===== src/shared/bscr_pkg.sv =====
// Constants for the bridge secondary configuration register bank
package bscr_pkg;
   // ----------------------------------------------------------------
   // Register offsets (byte addresses)
   // ----------------------------------------------------------------
   localparam logic [7:0]  OFS_BUS_INDEX   = 8'h18;
   localparam logic [7:0]  OFS_IO_STATUS   = 8'h1c;
   localparam logic [7:0]  OFS_PERR_CTRL   = 8'h40;

   // ----------------------------------------------------------------
   // Field positions
   // ----------------------------------------------------------------
   localparam int          POS_UPSTREAM    = 0;
   localparam int          POS_DOWNSTREAM  = 8;
   localparam int          POS_HIGHEST     = 16;
   localparam int          POS_LATENCY     = 24;
   localparam int          POS_IO_BASE_RO  = 0;
   localparam int          POS_IO_BASE     = 4;
   localparam int          POS_IO_LIM_RO   = 8;
   localparam int          POS_IO_LIMIT    = 12;
   localparam int          POS_CAP66       = 21;
   localparam int          POS_FAST_B2B    = 23;
   localparam int          POS_MDPE        = 24;
   localparam int          POS_SEL_TIMING  = 25;
   localparam int          POS_STA         = 27;
   localparam int          POS_RTA         = 28;
   localparam int          POS_RMA         = 29;
   localparam int          POS_RSE         = 30;
   localparam int          POS_DPE         = 31;
   localparam int          POS_PERR_EN     = 0;

   // ----------------------------------------------------------------
   // Reset and fixed values
   // ----------------------------------------------------------------
   localparam logic [7:0]  RST_BUS_INDEX   = 8'h00;
   localparam logic [7:0]  RST_LAT_PCI     = 8'h00;
   localparam logic [7:0]  RST_LAT_PCIX    = 8'h40;
   localparam logic [3:0]  RST_IO_NIBBLE   = 4'h0;
   localparam logic [1:0]  IO_ADDR32       = 2'h1;
   localparam logic [1:0]  SEL_MEDIUM      = 2'h1;
   localparam logic [1:0]  SEL_NONE        = 2'h0;
endpackage


===== src/bscr_regs.sv =====
// Bridge secondary configuration register bank: bus numbers, I/O window, secondary status
// Behaviour
// - Forward: latency timer writable, mode reset value
// - Reverse: latency timer read-only zero
// - I/O addressing bits read 01, next zero
// - Writable I/O base nibble, reset zero
// - Writable I/O limit nibble, reset zero
// - 66 MHz bit one forward, zero reverse
// - Forward: fast back-to-back follows PCI mode
// - Reverse: fast back-to-back reads zero
// - Parity flag sets only with response enabled
// - Forward: read data parity error sets flag
// - Forward: parity pin during write sets flag
// - Forward: split completion parity message sets flag
// - Reverse: poisoned completion or request sets flag
// - Select timing 01 forward, 00 reverse
// - Forward: target abort sets signaled abort
// - Reverse: completer abort sets signaled abort
//
// Decided for this implementation: the address-and-strobe port.
module bscr_regs (
   // Clock and reset
   input  wire logic        core_clk,
   input  wire logic        reset_n,
   // Configuration straps
   input  wire logic        reverse_mode,
   input  wire logic        pcix_mode,
   // Register port
   input  wire logic [7:0]  reg_addr,
   input  wire logic [31:0] reg_wdata,
   input  wire logic        reg_write,
   input  wire logic        reg_read,
   output logic      [31:0] reg_rdata,
   // Forward-bridge secondary events
   input  wire logic        fwd_read_parity_err,
   input  wire logic        downstream_parity_error_n,
   input  wire logic        fwd_write_in_progress,
   input  wire logic        fwd_split_parity_msg,
   input  wire logic        fwd_target_abort,
   // Reverse-bridge secondary events
   input  wire logic        rev_poisoned_cpl,
   input  wire logic        rev_poisoned_req,
   input  wire logic        rev_completer_abort,
   // Further secondary error events
   input  wire logic        rx_target_abort,
   input  wire logic        rx_master_abort,
   input  wire logic        rx_system_error,
   input  wire logic        parity_detected,
   // Mode and control view
   output logic             perr_enable,
   output logic      [7:0]  latency_timer
);

   // ----------------------------------------------------------------
   // Mode capture
   // ----------------------------------------------------------------
   logic       init_done_reg;
   logic       reverse_reg;
   logic       pcix_reg;

   always_ff @(posedge core_clk or negedge reset_n) begin
      if (!reset_n) begin
         init_done_reg <= 1'b0;
         reverse_reg   <= 1'b0;
         pcix_reg      <= 1'b0;
      end else if (!init_done_reg) begin
         init_done_reg <= 1'b1;
         reverse_reg   <= reverse_mode;
         pcix_reg      <= pcix_mode;
      end
   end

   // ----------------------------------------------------------------
   // Decode
   // ----------------------------------------------------------------
   logic wr_bus;
   logic wr_io;
   logic wr_ctrl;

   assign wr_bus  = reg_write && (reg_addr == bscr_pkg::OFS_BUS_INDEX);
   assign wr_io   = reg_write && (reg_addr == bscr_pkg::OFS_IO_STATUS);
   assign wr_ctrl = reg_write && (reg_addr == bscr_pkg::OFS_PERR_CTRL);

   // ----------------------------------------------------------------
   // Bus numbers
   // ----------------------------------------------------------------
   logic [7:0] upstream_bus_index_reg;
   logic [7:0] downstream_bus_index_reg;
   logic [7:0] highest_bus_index_reg;

   always_ff @(posedge core_clk or negedge reset_n) begin
      if (!reset_n) begin
         upstream_bus_index_reg   <= bscr_pkg::RST_BUS_INDEX;
         downstream_bus_index_reg <= bscr_pkg::RST_BUS_INDEX;
         highest_bus_index_reg    <= bscr_pkg::RST_BUS_INDEX;
      end else if (wr_bus) begin
         upstream_bus_index_reg   <= reg_wdata[bscr_pkg::POS_UPSTREAM +: 8];
         downstream_bus_index_reg <= reg_wdata[bscr_pkg::POS_DOWNSTREAM +: 8];
         highest_bus_index_reg    <= reg_wdata[bscr_pkg::POS_HIGHEST +: 8];
      end
   end

   // ----------------------------------------------------------------
   // Latency timer
   // ----------------------------------------------------------------
   logic [7:0] lat_reg;

   // Reloaded once the straps are known so the reset value follows the mode
   always_ff @(posedge core_clk or negedge reset_n) begin
      if (!reset_n) begin
         lat_reg <= bscr_pkg::RST_LAT_PCI;
      end else if (!init_done_reg) begin
         lat_reg <= (!reverse_mode && pcix_mode) ? bscr_pkg::RST_LAT_PCIX : bscr_pkg::RST_LAT_PCI;
      end else if (reverse_reg) begin
         lat_reg <= bscr_pkg::RST_LAT_PCI;
      end else if (wr_bus) begin
         lat_reg <= reg_wdata[bscr_pkg::POS_LATENCY +: 8];
      end
   end

   // ----------------------------------------------------------------
   // I/O window
   // ----------------------------------------------------------------
   logic [3:0] io_base_reg;
   logic [3:0] io_limit_reg;

   always_ff @(posedge core_clk or negedge reset_n) begin
      if (!reset_n) begin
         io_base_reg <= bscr_pkg::RST_IO_NIBBLE;
      end else if (wr_io) begin
         io_base_reg <= reg_wdata[bscr_pkg::POS_IO_BASE +: 4];
      end
   end

   always_ff @(posedge core_clk or negedge reset_n) begin
      if (!reset_n) begin
         io_limit_reg <= bscr_pkg::RST_IO_NIBBLE;
      end else if (wr_io) begin
         io_limit_reg <= reg_wdata[bscr_pkg::POS_IO_LIMIT +: 4];
      end
   end

   // ----------------------------------------------------------------
   // Parity response control
   // ----------------------------------------------------------------
   logic perr_en_reg;

   always_ff @(posedge core_clk or negedge reset_n) begin
      if (!reset_n) begin
         perr_en_reg <= 1'b0;
      end else if (wr_ctrl) begin
         perr_en_reg <= reg_wdata[bscr_pkg::POS_PERR_EN];
      end
   end

   // ----------------------------------------------------------------
   // Error flags
   // ----------------------------------------------------------------
   logic fwd;
   logic mdpe_event;
   logic sta_event;
   logic mdpe_reg;
   logic sta_reg;
   logic rta_reg;
   logic rma_reg;
   logic rse_reg;
   logic dpe_reg;
   logic [4:0] w1c;

   assign fwd = init_done_reg && !reverse_reg;
   assign w1c = wr_io ? reg_wdata[bscr_pkg::POS_DPE:bscr_pkg::POS_STA] : 5'h00;

   assign mdpe_event = perr_en_reg && init_done_reg &&
                       (reverse_reg ? (rev_poisoned_cpl || rev_poisoned_req)
                                    : (fwd_read_parity_err ||
                                       (!downstream_parity_error_n && fwd_write_in_progress) ||
                                       fwd_split_parity_msg));

   assign sta_event = init_done_reg && (reverse_reg ? rev_completer_abort : fwd_target_abort);

   always_ff @(posedge core_clk or negedge reset_n) begin
      if (!reset_n) begin
         mdpe_reg <= 1'b0;
      end else begin
         mdpe_reg <= mdpe_event || (mdpe_reg && !(wr_io && reg_wdata[bscr_pkg::POS_MDPE]));
      end
   end

   always_ff @(posedge core_clk or negedge reset_n) begin
      if (!reset_n) begin
         sta_reg <= 1'b0;
         rta_reg <= 1'b0;
         rma_reg <= 1'b0;
         rse_reg <= 1'b0;
         dpe_reg <= 1'b0;
      end else begin
         sta_reg <= sta_event || (sta_reg && !w1c[0]);
         rta_reg <= (init_done_reg && rx_target_abort) || (rta_reg && !w1c[1]);
         rma_reg <= (init_done_reg && rx_master_abort) || (rma_reg && !w1c[2]);
         rse_reg <= (init_done_reg && rx_system_error) || (rse_reg && !w1c[3]);
         dpe_reg <= (init_done_reg && parity_detected) || (dpe_reg && !w1c[4]);
      end
   end

   // ----------------------------------------------------------------
   // Read path
   // ----------------------------------------------------------------
   logic [31:0] rd_mux;

   always_comb begin
      rd_mux = 32'h0000_0000;
      case (reg_addr)
         bscr_pkg::OFS_BUS_INDEX: begin
            rd_mux[bscr_pkg::POS_UPSTREAM +: 8]   = upstream_bus_index_reg;
            rd_mux[bscr_pkg::POS_DOWNSTREAM +: 8] = downstream_bus_index_reg;
            rd_mux[bscr_pkg::POS_HIGHEST +: 8]    = highest_bus_index_reg;
            rd_mux[bscr_pkg::POS_LATENCY +: 8]    = lat_reg;
         end
         bscr_pkg::OFS_IO_STATUS: begin
            rd_mux[bscr_pkg::POS_IO_BASE_RO +: 2] = bscr_pkg::IO_ADDR32;
            rd_mux[bscr_pkg::POS_IO_BASE +: 4]    = io_base_reg;
            rd_mux[bscr_pkg::POS_IO_LIM_RO +: 2]  = bscr_pkg::IO_ADDR32;
            rd_mux[bscr_pkg::POS_IO_LIMIT +: 4]   = io_limit_reg;
            rd_mux[bscr_pkg::POS_CAP66]           = fwd;
            rd_mux[bscr_pkg::POS_FAST_B2B]        = fwd && !pcix_reg;
            rd_mux[bscr_pkg::POS_MDPE]            = mdpe_reg;
            rd_mux[bscr_pkg::POS_SEL_TIMING +: 2] = fwd ? bscr_pkg::SEL_MEDIUM : bscr_pkg::SEL_NONE;
            rd_mux[bscr_pkg::POS_STA]             = sta_reg;
            rd_mux[bscr_pkg::POS_RTA]             = rta_reg;
            rd_mux[bscr_pkg::POS_RMA]             = rma_reg;
            rd_mux[bscr_pkg::POS_RSE]             = rse_reg;
            rd_mux[bscr_pkg::POS_DPE]             = dpe_reg;
         end
         bscr_pkg::OFS_PERR_CTRL: begin
            rd_mux[bscr_pkg::POS_PERR_EN]         = perr_en_reg;
         end
         default: begin
            rd_mux = 32'h0000_0000;
         end
      endcase
   end

   // Data stand only in the cycle after the strobe; zero otherwise
   always_ff @(posedge core_clk or negedge reset_n) begin
      if (!reset_n) begin
         reg_rdata <= 32'h0000_0000;
      end else begin
         reg_rdata <= reg_read ? rd_mux : 32'h0000_0000;
      end
   end

   always_ff @(posedge core_clk or negedge reset_n) begin
      if (!reset_n) begin
         perr_enable   <= 1'b0;
         latency_timer <= 8'h00;
      end else begin
         perr_enable   <= perr_en_reg;
         latency_timer <= lat_reg;
      end
   end
endmodule


===== config.mk =====
export PLATFORM = sky130hd
export DESIGN_NAME = bscr_regs
export DESIGN_NICKNAME = d
export VERILOG_FILES = /design/src/shared/bscr_pkg.sv /design/src/bscr_regs.sv
export SDC_FILE = /design/constraint.sdc
export NUM_CORES = 1
export LEC_CHECK = 0
export ABC_AREA = 1
export BUFFER_PORTS_ARGS = -buffer_cell sky130_fd_sc_hd__buf_2
export CAP_MARGIN = 40
export CELL_PAD_IN_SITES_DETAIL_PLACEMENT = 1
export CELL_PAD_IN_SITES_GLOBAL_PLACEMENT = 1
export CORE_UTILIZATION = 39
export CTS_CLUSTER_SIZE = 14
export DETAILED_ROUTE_END_ITERATION = 12
export PLACE_DENSITY = 0.85
export SLEW_MARGIN = 20
export SYNTH_ARGS = -nofsm -noshare
export SYNTH_HDL_FRONTEND = slang
export SYNTH_SLANG_ARGS = --single-unit

===== constraint.sdc =====
create_clock -name core_clk -period 1.5 [get_ports core_clk]
set_input_delay 0.075 -clock core_clk [delete_from_list [all_inputs] [get_ports core_clk]]
set_output_delay 0.075 -clock core_clk [all_outputs]
set_load 0.005 [all_outputs]

# Yosys cells after proc, flatten, opt, wreduce, memory -nomap -nowiden
# Cells that the tools add are included.
# word_totals
register_bits	91
latchBits	0
mem_bits_rw	0
romBits	0
inputBits	58
out_inout_bits	41
word_cells	82
memories	0
# op_classes
add_sub_neg	0
multipliers	0
n_div	0
magnitude_cmp	0
eq_ne	4
shift	0
mux	19
bitwise_logic	0
n_reduce_logical	40
# ops
cell	count
2-to-1 mux 32 bit	1
2-to-1 mux 8 bit	3
logical AND 1 bit	21
case mux 9 bit (2 select lines)	1
== test 8 x 5 -> 1 bit (second input constant)	2
case mux 6 bit (2 select lines)	1
logical NOT 1 bit	10
2-to-1 mux 5 bit	2
logical OR 1 bit	9
== test 8 x 7 -> 1 bit (second input constant)	1
case mux 4 bit (2 select lines)	1
2-to-1 mux 7 bit	1
2-to-1 mux 1 bit	5
2-to-1 mux 2 bit	2
inequality test 3 x 1 -> 1 bit (second input constant)	1
case mux 1 bit (3 select lines)	1
case mux 1 bit (2 select lines)	1

# Logic depth before layout (Yosys ltp)
# depth
word_depth	7
depth_mapped	8

# Least setup slack after synthesis
# OpenSTA, ideal clock, no wires.
# synth_timing
path_kind	reg2reg
start	register init_done_reg
end	register lat_reg[6]
arrival_time_ns	0.974
required_ns	1.374
setup_slack_ns	0.400
stages_incl_launch_ff	9
synth_period_minus_slack_ns	1.100
cell_sequence	dfrtp_1 buf_2 inv_1 nor2_1 buf_4 nand2_1 o21ai_0 nand2_1 o21ai_0
# synth_between
elab_chain_len	1
word_cells_on_any_way	2
cone_classes	1 x eq/ne; 1 x mux
# synth_lines
item	line_no	rtl
from (decl)	bscr_regs.sv:57	logic init_done_reg;
from (signal assigned)	bscr_regs.sv:63	init_done_reg <= 1'b0;
from (signal assigned)	bscr_regs.sv:67	init_done_reg <= 1'b1;
inequality test 3 x 1 -> 1 bit (no source line) or 2-to-1 mux 8 bit (tied branches)	--	
to (signal assigned)	bscr_regs.sv:111	lat_reg <= bscr_pkg::RST_LAT_PCI;
to (signal assigned)	bscr_regs.sv:113	lat_reg <= (!reverse_mode && pcix_mode) ? bscr_pkg::RST_LAT_PCIX : bscr_pkg::RST_LAT_PCI;
to (signal assigned)	bscr_regs.sv:115	lat_reg <= bscr_pkg::RST_LAT_PCI;
to (decl)	bscr_regs.sv:106	logic [7:0] lat_reg;
# Parallel ways exist; a longest one is shown, timed or not.
# A chain may end at the register's enable or synchronous reset.

# Worst setup path after layout
# layout_timing
start	register reverse_reg
end	register mdpe_reg
# layout_between
elab_chain_len	3
# layout_lines
item	line_no	rtl
from (decl)	bscr_regs.sv:58	logic reverse_reg;
from (signal assigned)	bscr_regs.sv:68	reverse_reg <= reverse_mode;
2-to-1 mux 1 bit	bscr_regs.sv:174	(reverse_reg ? (rev_poisoned_cpl || rev_poisoned_req)
logical AND 1 bit	bscr_regs.sv:173	assign mdpe_event = perr_en_reg && init_done_reg &&
logical OR 1 bit	bscr_regs.sv:185	mdpe_reg <= mdpe_event || (mdpe_reg && !(wr_io && reg_wdata[bscr_pkg::POS_MDPE]));
to (signal assigned)	bscr_regs.sv:185	
to (decl)	bscr_regs.sv:162	logic mdpe_reg;
# No other way between the ends.

==> results.md <==
- CTS Buffer Depth: 2
- Critical path arrival: approximately 1.4 ns
- Remaining global-route overflow: 0
- Vias/cell: 4.78
- # diodes: 0
- DP Worst Slack: between 0.15 and 0.2 ns
- # IOs: 99
- Final total power: 4.98 mW
- Sequential area share after synthesis: 0.620
- Worst min path class: input pin to flip-flop
- Pin count of the biggest net entering global routing: 92
- Std-Cell Core Area: 9200 µm²
- CTS tree: built
- Power per standard cell area: 1020 nW/µm²
- Fin Setup TNS: 0 ns
- Root buffer cell: clkbuf_8
- Peak VDD IR: 0.000502 V
- Routed vias: approximately 3000
- Nets: 568
- Postcts setup bufs: 0
- Die height: between 90 and 100 µm
- Startpoint types: flip-flop
- Max reg flops: 32
- Site Rows: 35
- Critical path class: flip-flop to flip-flop
- Min cycle time layout: about 1.1 ns
- RD Place Congestion: ~0.73
- H-Tree Depth: 3
- Distinct cells, synth: 25
- Synthesized cell area: 3670 µm²
- Max Fclk: roughly 900 MHz
- Hold-fix buffers, CTS: 36
- Pleak: 2.62 nW
- Detailed Route WL: 9.75 mm
- CTS clk-pin slew, worst paths: 0.09 ns
- Commonest non-fill, non-tap cell in the layout: buf_2
- Most frequent cells in the layout: 97 x buf_2, 91 x dfrtp_1, 85 x nand2_1
- Vias in the first global route: 3228
- Avg WL per Cell: around 16 µm
- Die area: between 9000 and 10000 µm²
- Sinks on Clock Net: 91
- Initial Util: 0.399
- Reg2reg setup slack: 0.37 ns
- First-pass GRT wire length: ~16 mm
- Final hold vios: 0
- Initial antenna violation count: 0
- Largest reg by FF count: reg_rdata
- Antenna viol nets, final: 0
- Post-detail-place hpwl: 6.25 mm
- Critical path fanouts, max: 4
- Post-Synthesis Cells: around 370
- Net Count, Synth: 427
- Final Setup Violations: 0
- Inserted Clock Buffers: 9
- RSZ-0062 raised after global routing: false
- Status: finished clean
- Gates resized, CTS repair: 0
- Clock Latency Late Sink: between 0.3 and 0.4 ns
- Die W: 99.0 µm
- Crit share post-route: 0.753
- Count of state elements after synthesis: 91
- Clk_skew: around 0.0085 ns
- Pre-antenna DRT Iters: 6
- Total Routing Usage GR: 0.210
- Crit end category: flip-flop
- Max-Cap Viols: 0
- Count of final max-slew check failures: 0
- Final Worst Setup Slack: 0.371 ns
- Syn Area/Cell: 9.95 µm²
- Fraction of layout cells with a size suffix above 1: 0.307
- Ys Warns: 0
- # DRC: 0
- Iter 0 DRT Violations: 70
- Critical path data required time: 1.74 ns
- Area grow syn2layout: 32.7%
- I/O Buffers: between 90 and 100
- Utilization after layout: 0.530
[worst paths after layout]
check | from | endpoint | depth (start not counted)
worst min-delay path | reg_wdata[27] | lat_reg[3] | 3
min in group asynchronous | reset_n | highest_bus_index_reg[0] | 3
max in group asynchronous | reset_n | pcix_reg | 3
worst max-delay path | reverse_reg | mdpe_reg | 4
worst min register to register | lat_reg[6] | latency_timer[6] | 0
worst max register to register | reverse_reg | mdpe_reg | 4
[Yosys cell counts]
| library cell | count | area, µm² |
|---|---|---|
| dfrtp_1 | 91 | 2280 |
| nand2_1 | 85 | 319 |
| inv_1 | 55 | 206 |
| nor2_1 | 22 | 82.6 |
| o21ai_1 | 22 | 110 |
| o21ai_0 | 20 | 100 |
| nand3_1 | 18 | 90.1 |
| o21ai_2 | 18 | 158 |
| buf_6 | 8 | 90.1 |
| buf_2 | 4 | 20.0 |
| inv_2 | 4 | 15.0 |
| nand3_2 | 3 | 30.0 |
| nor2_2 | 3 | 18.8 |
| nand2_2 | 2 | 12.5 |
| nand2_4 | 2 | 22.5 |
| nand4_1 | 2 | 12.5 |
| nor2_4 | 2 | 22.5 |
| a21boi_0 | 1 | 7.51 |
| buf_4 | 1 | 7.51 |
| buf_8 | 1 | 15.0 |
| clkinv_4 | 1 | 8.76 |
| conb_1 | 1 | 3.75 |
| nand3_4 | 1 | 17.5 |
| nor2_8 | 1 | 20.0 |
| nor3_1 | 1 | 5.00 |
[critical path: stages, from the launching register on]
cell and delay [ns]:
dfrtp_1 0.45, nor3_1 0.25, o21ai_0 0.14, nand4_1 0.11
nand2_1 0.07
[power by group]
part | total, mW | internal, mW | switching [mW]
sequential | 2.57 | 2.53 | 0.0386
clock | 1.99 | 1.15 | 0.841
combinational | 0.417 | 0.193 | 0.224
[area by class of cell]
type	count	area, µm²
fillers	1072	4320
flip-flops and latches	91	2280
multi-input cells	204	1030
repair buffers	144	956
inverters	60	230
clock buffers	11	141
well taps	111	139
clock inverters	4	98.8
[through the flow]
step	cells	cell area, µm²	hold slack (ns)
4_1_cts	624	4860	0.0000274
5_1_grt	625	4870	0.00903
3_5_place_dp	573	4260	0.160
2_1_floorplan	369	3670	-0.221
6_report	625	4870	0.00929
3_3_place_gp	573	4260	0.150
[per-layer routing]
| layer | GRT usage | share of wire | vias to the layer above |
|---|---|---|---|
| met4 | 0.0838 | 0.025 | 0 |
| met3 | 0.0440 | 0.042 | 20 |
| met1 | 0.254 | 0.42 | 1470 |
| met5 | 0 | 0 | - |
| li1 | - | - | 1415 |
| met2 | 0.368 | 0.51 | 82 |
[cell families after synthesis]
family | synth area share
AO/OA/AOI/OAI | 0.102
buffers and inverters | 0.0988
AND/OR/NAND/NOR | 0.178
other | 0.00102
flip-flops | 0.620
Note: power is estimated with default switching activity, not from simulation.
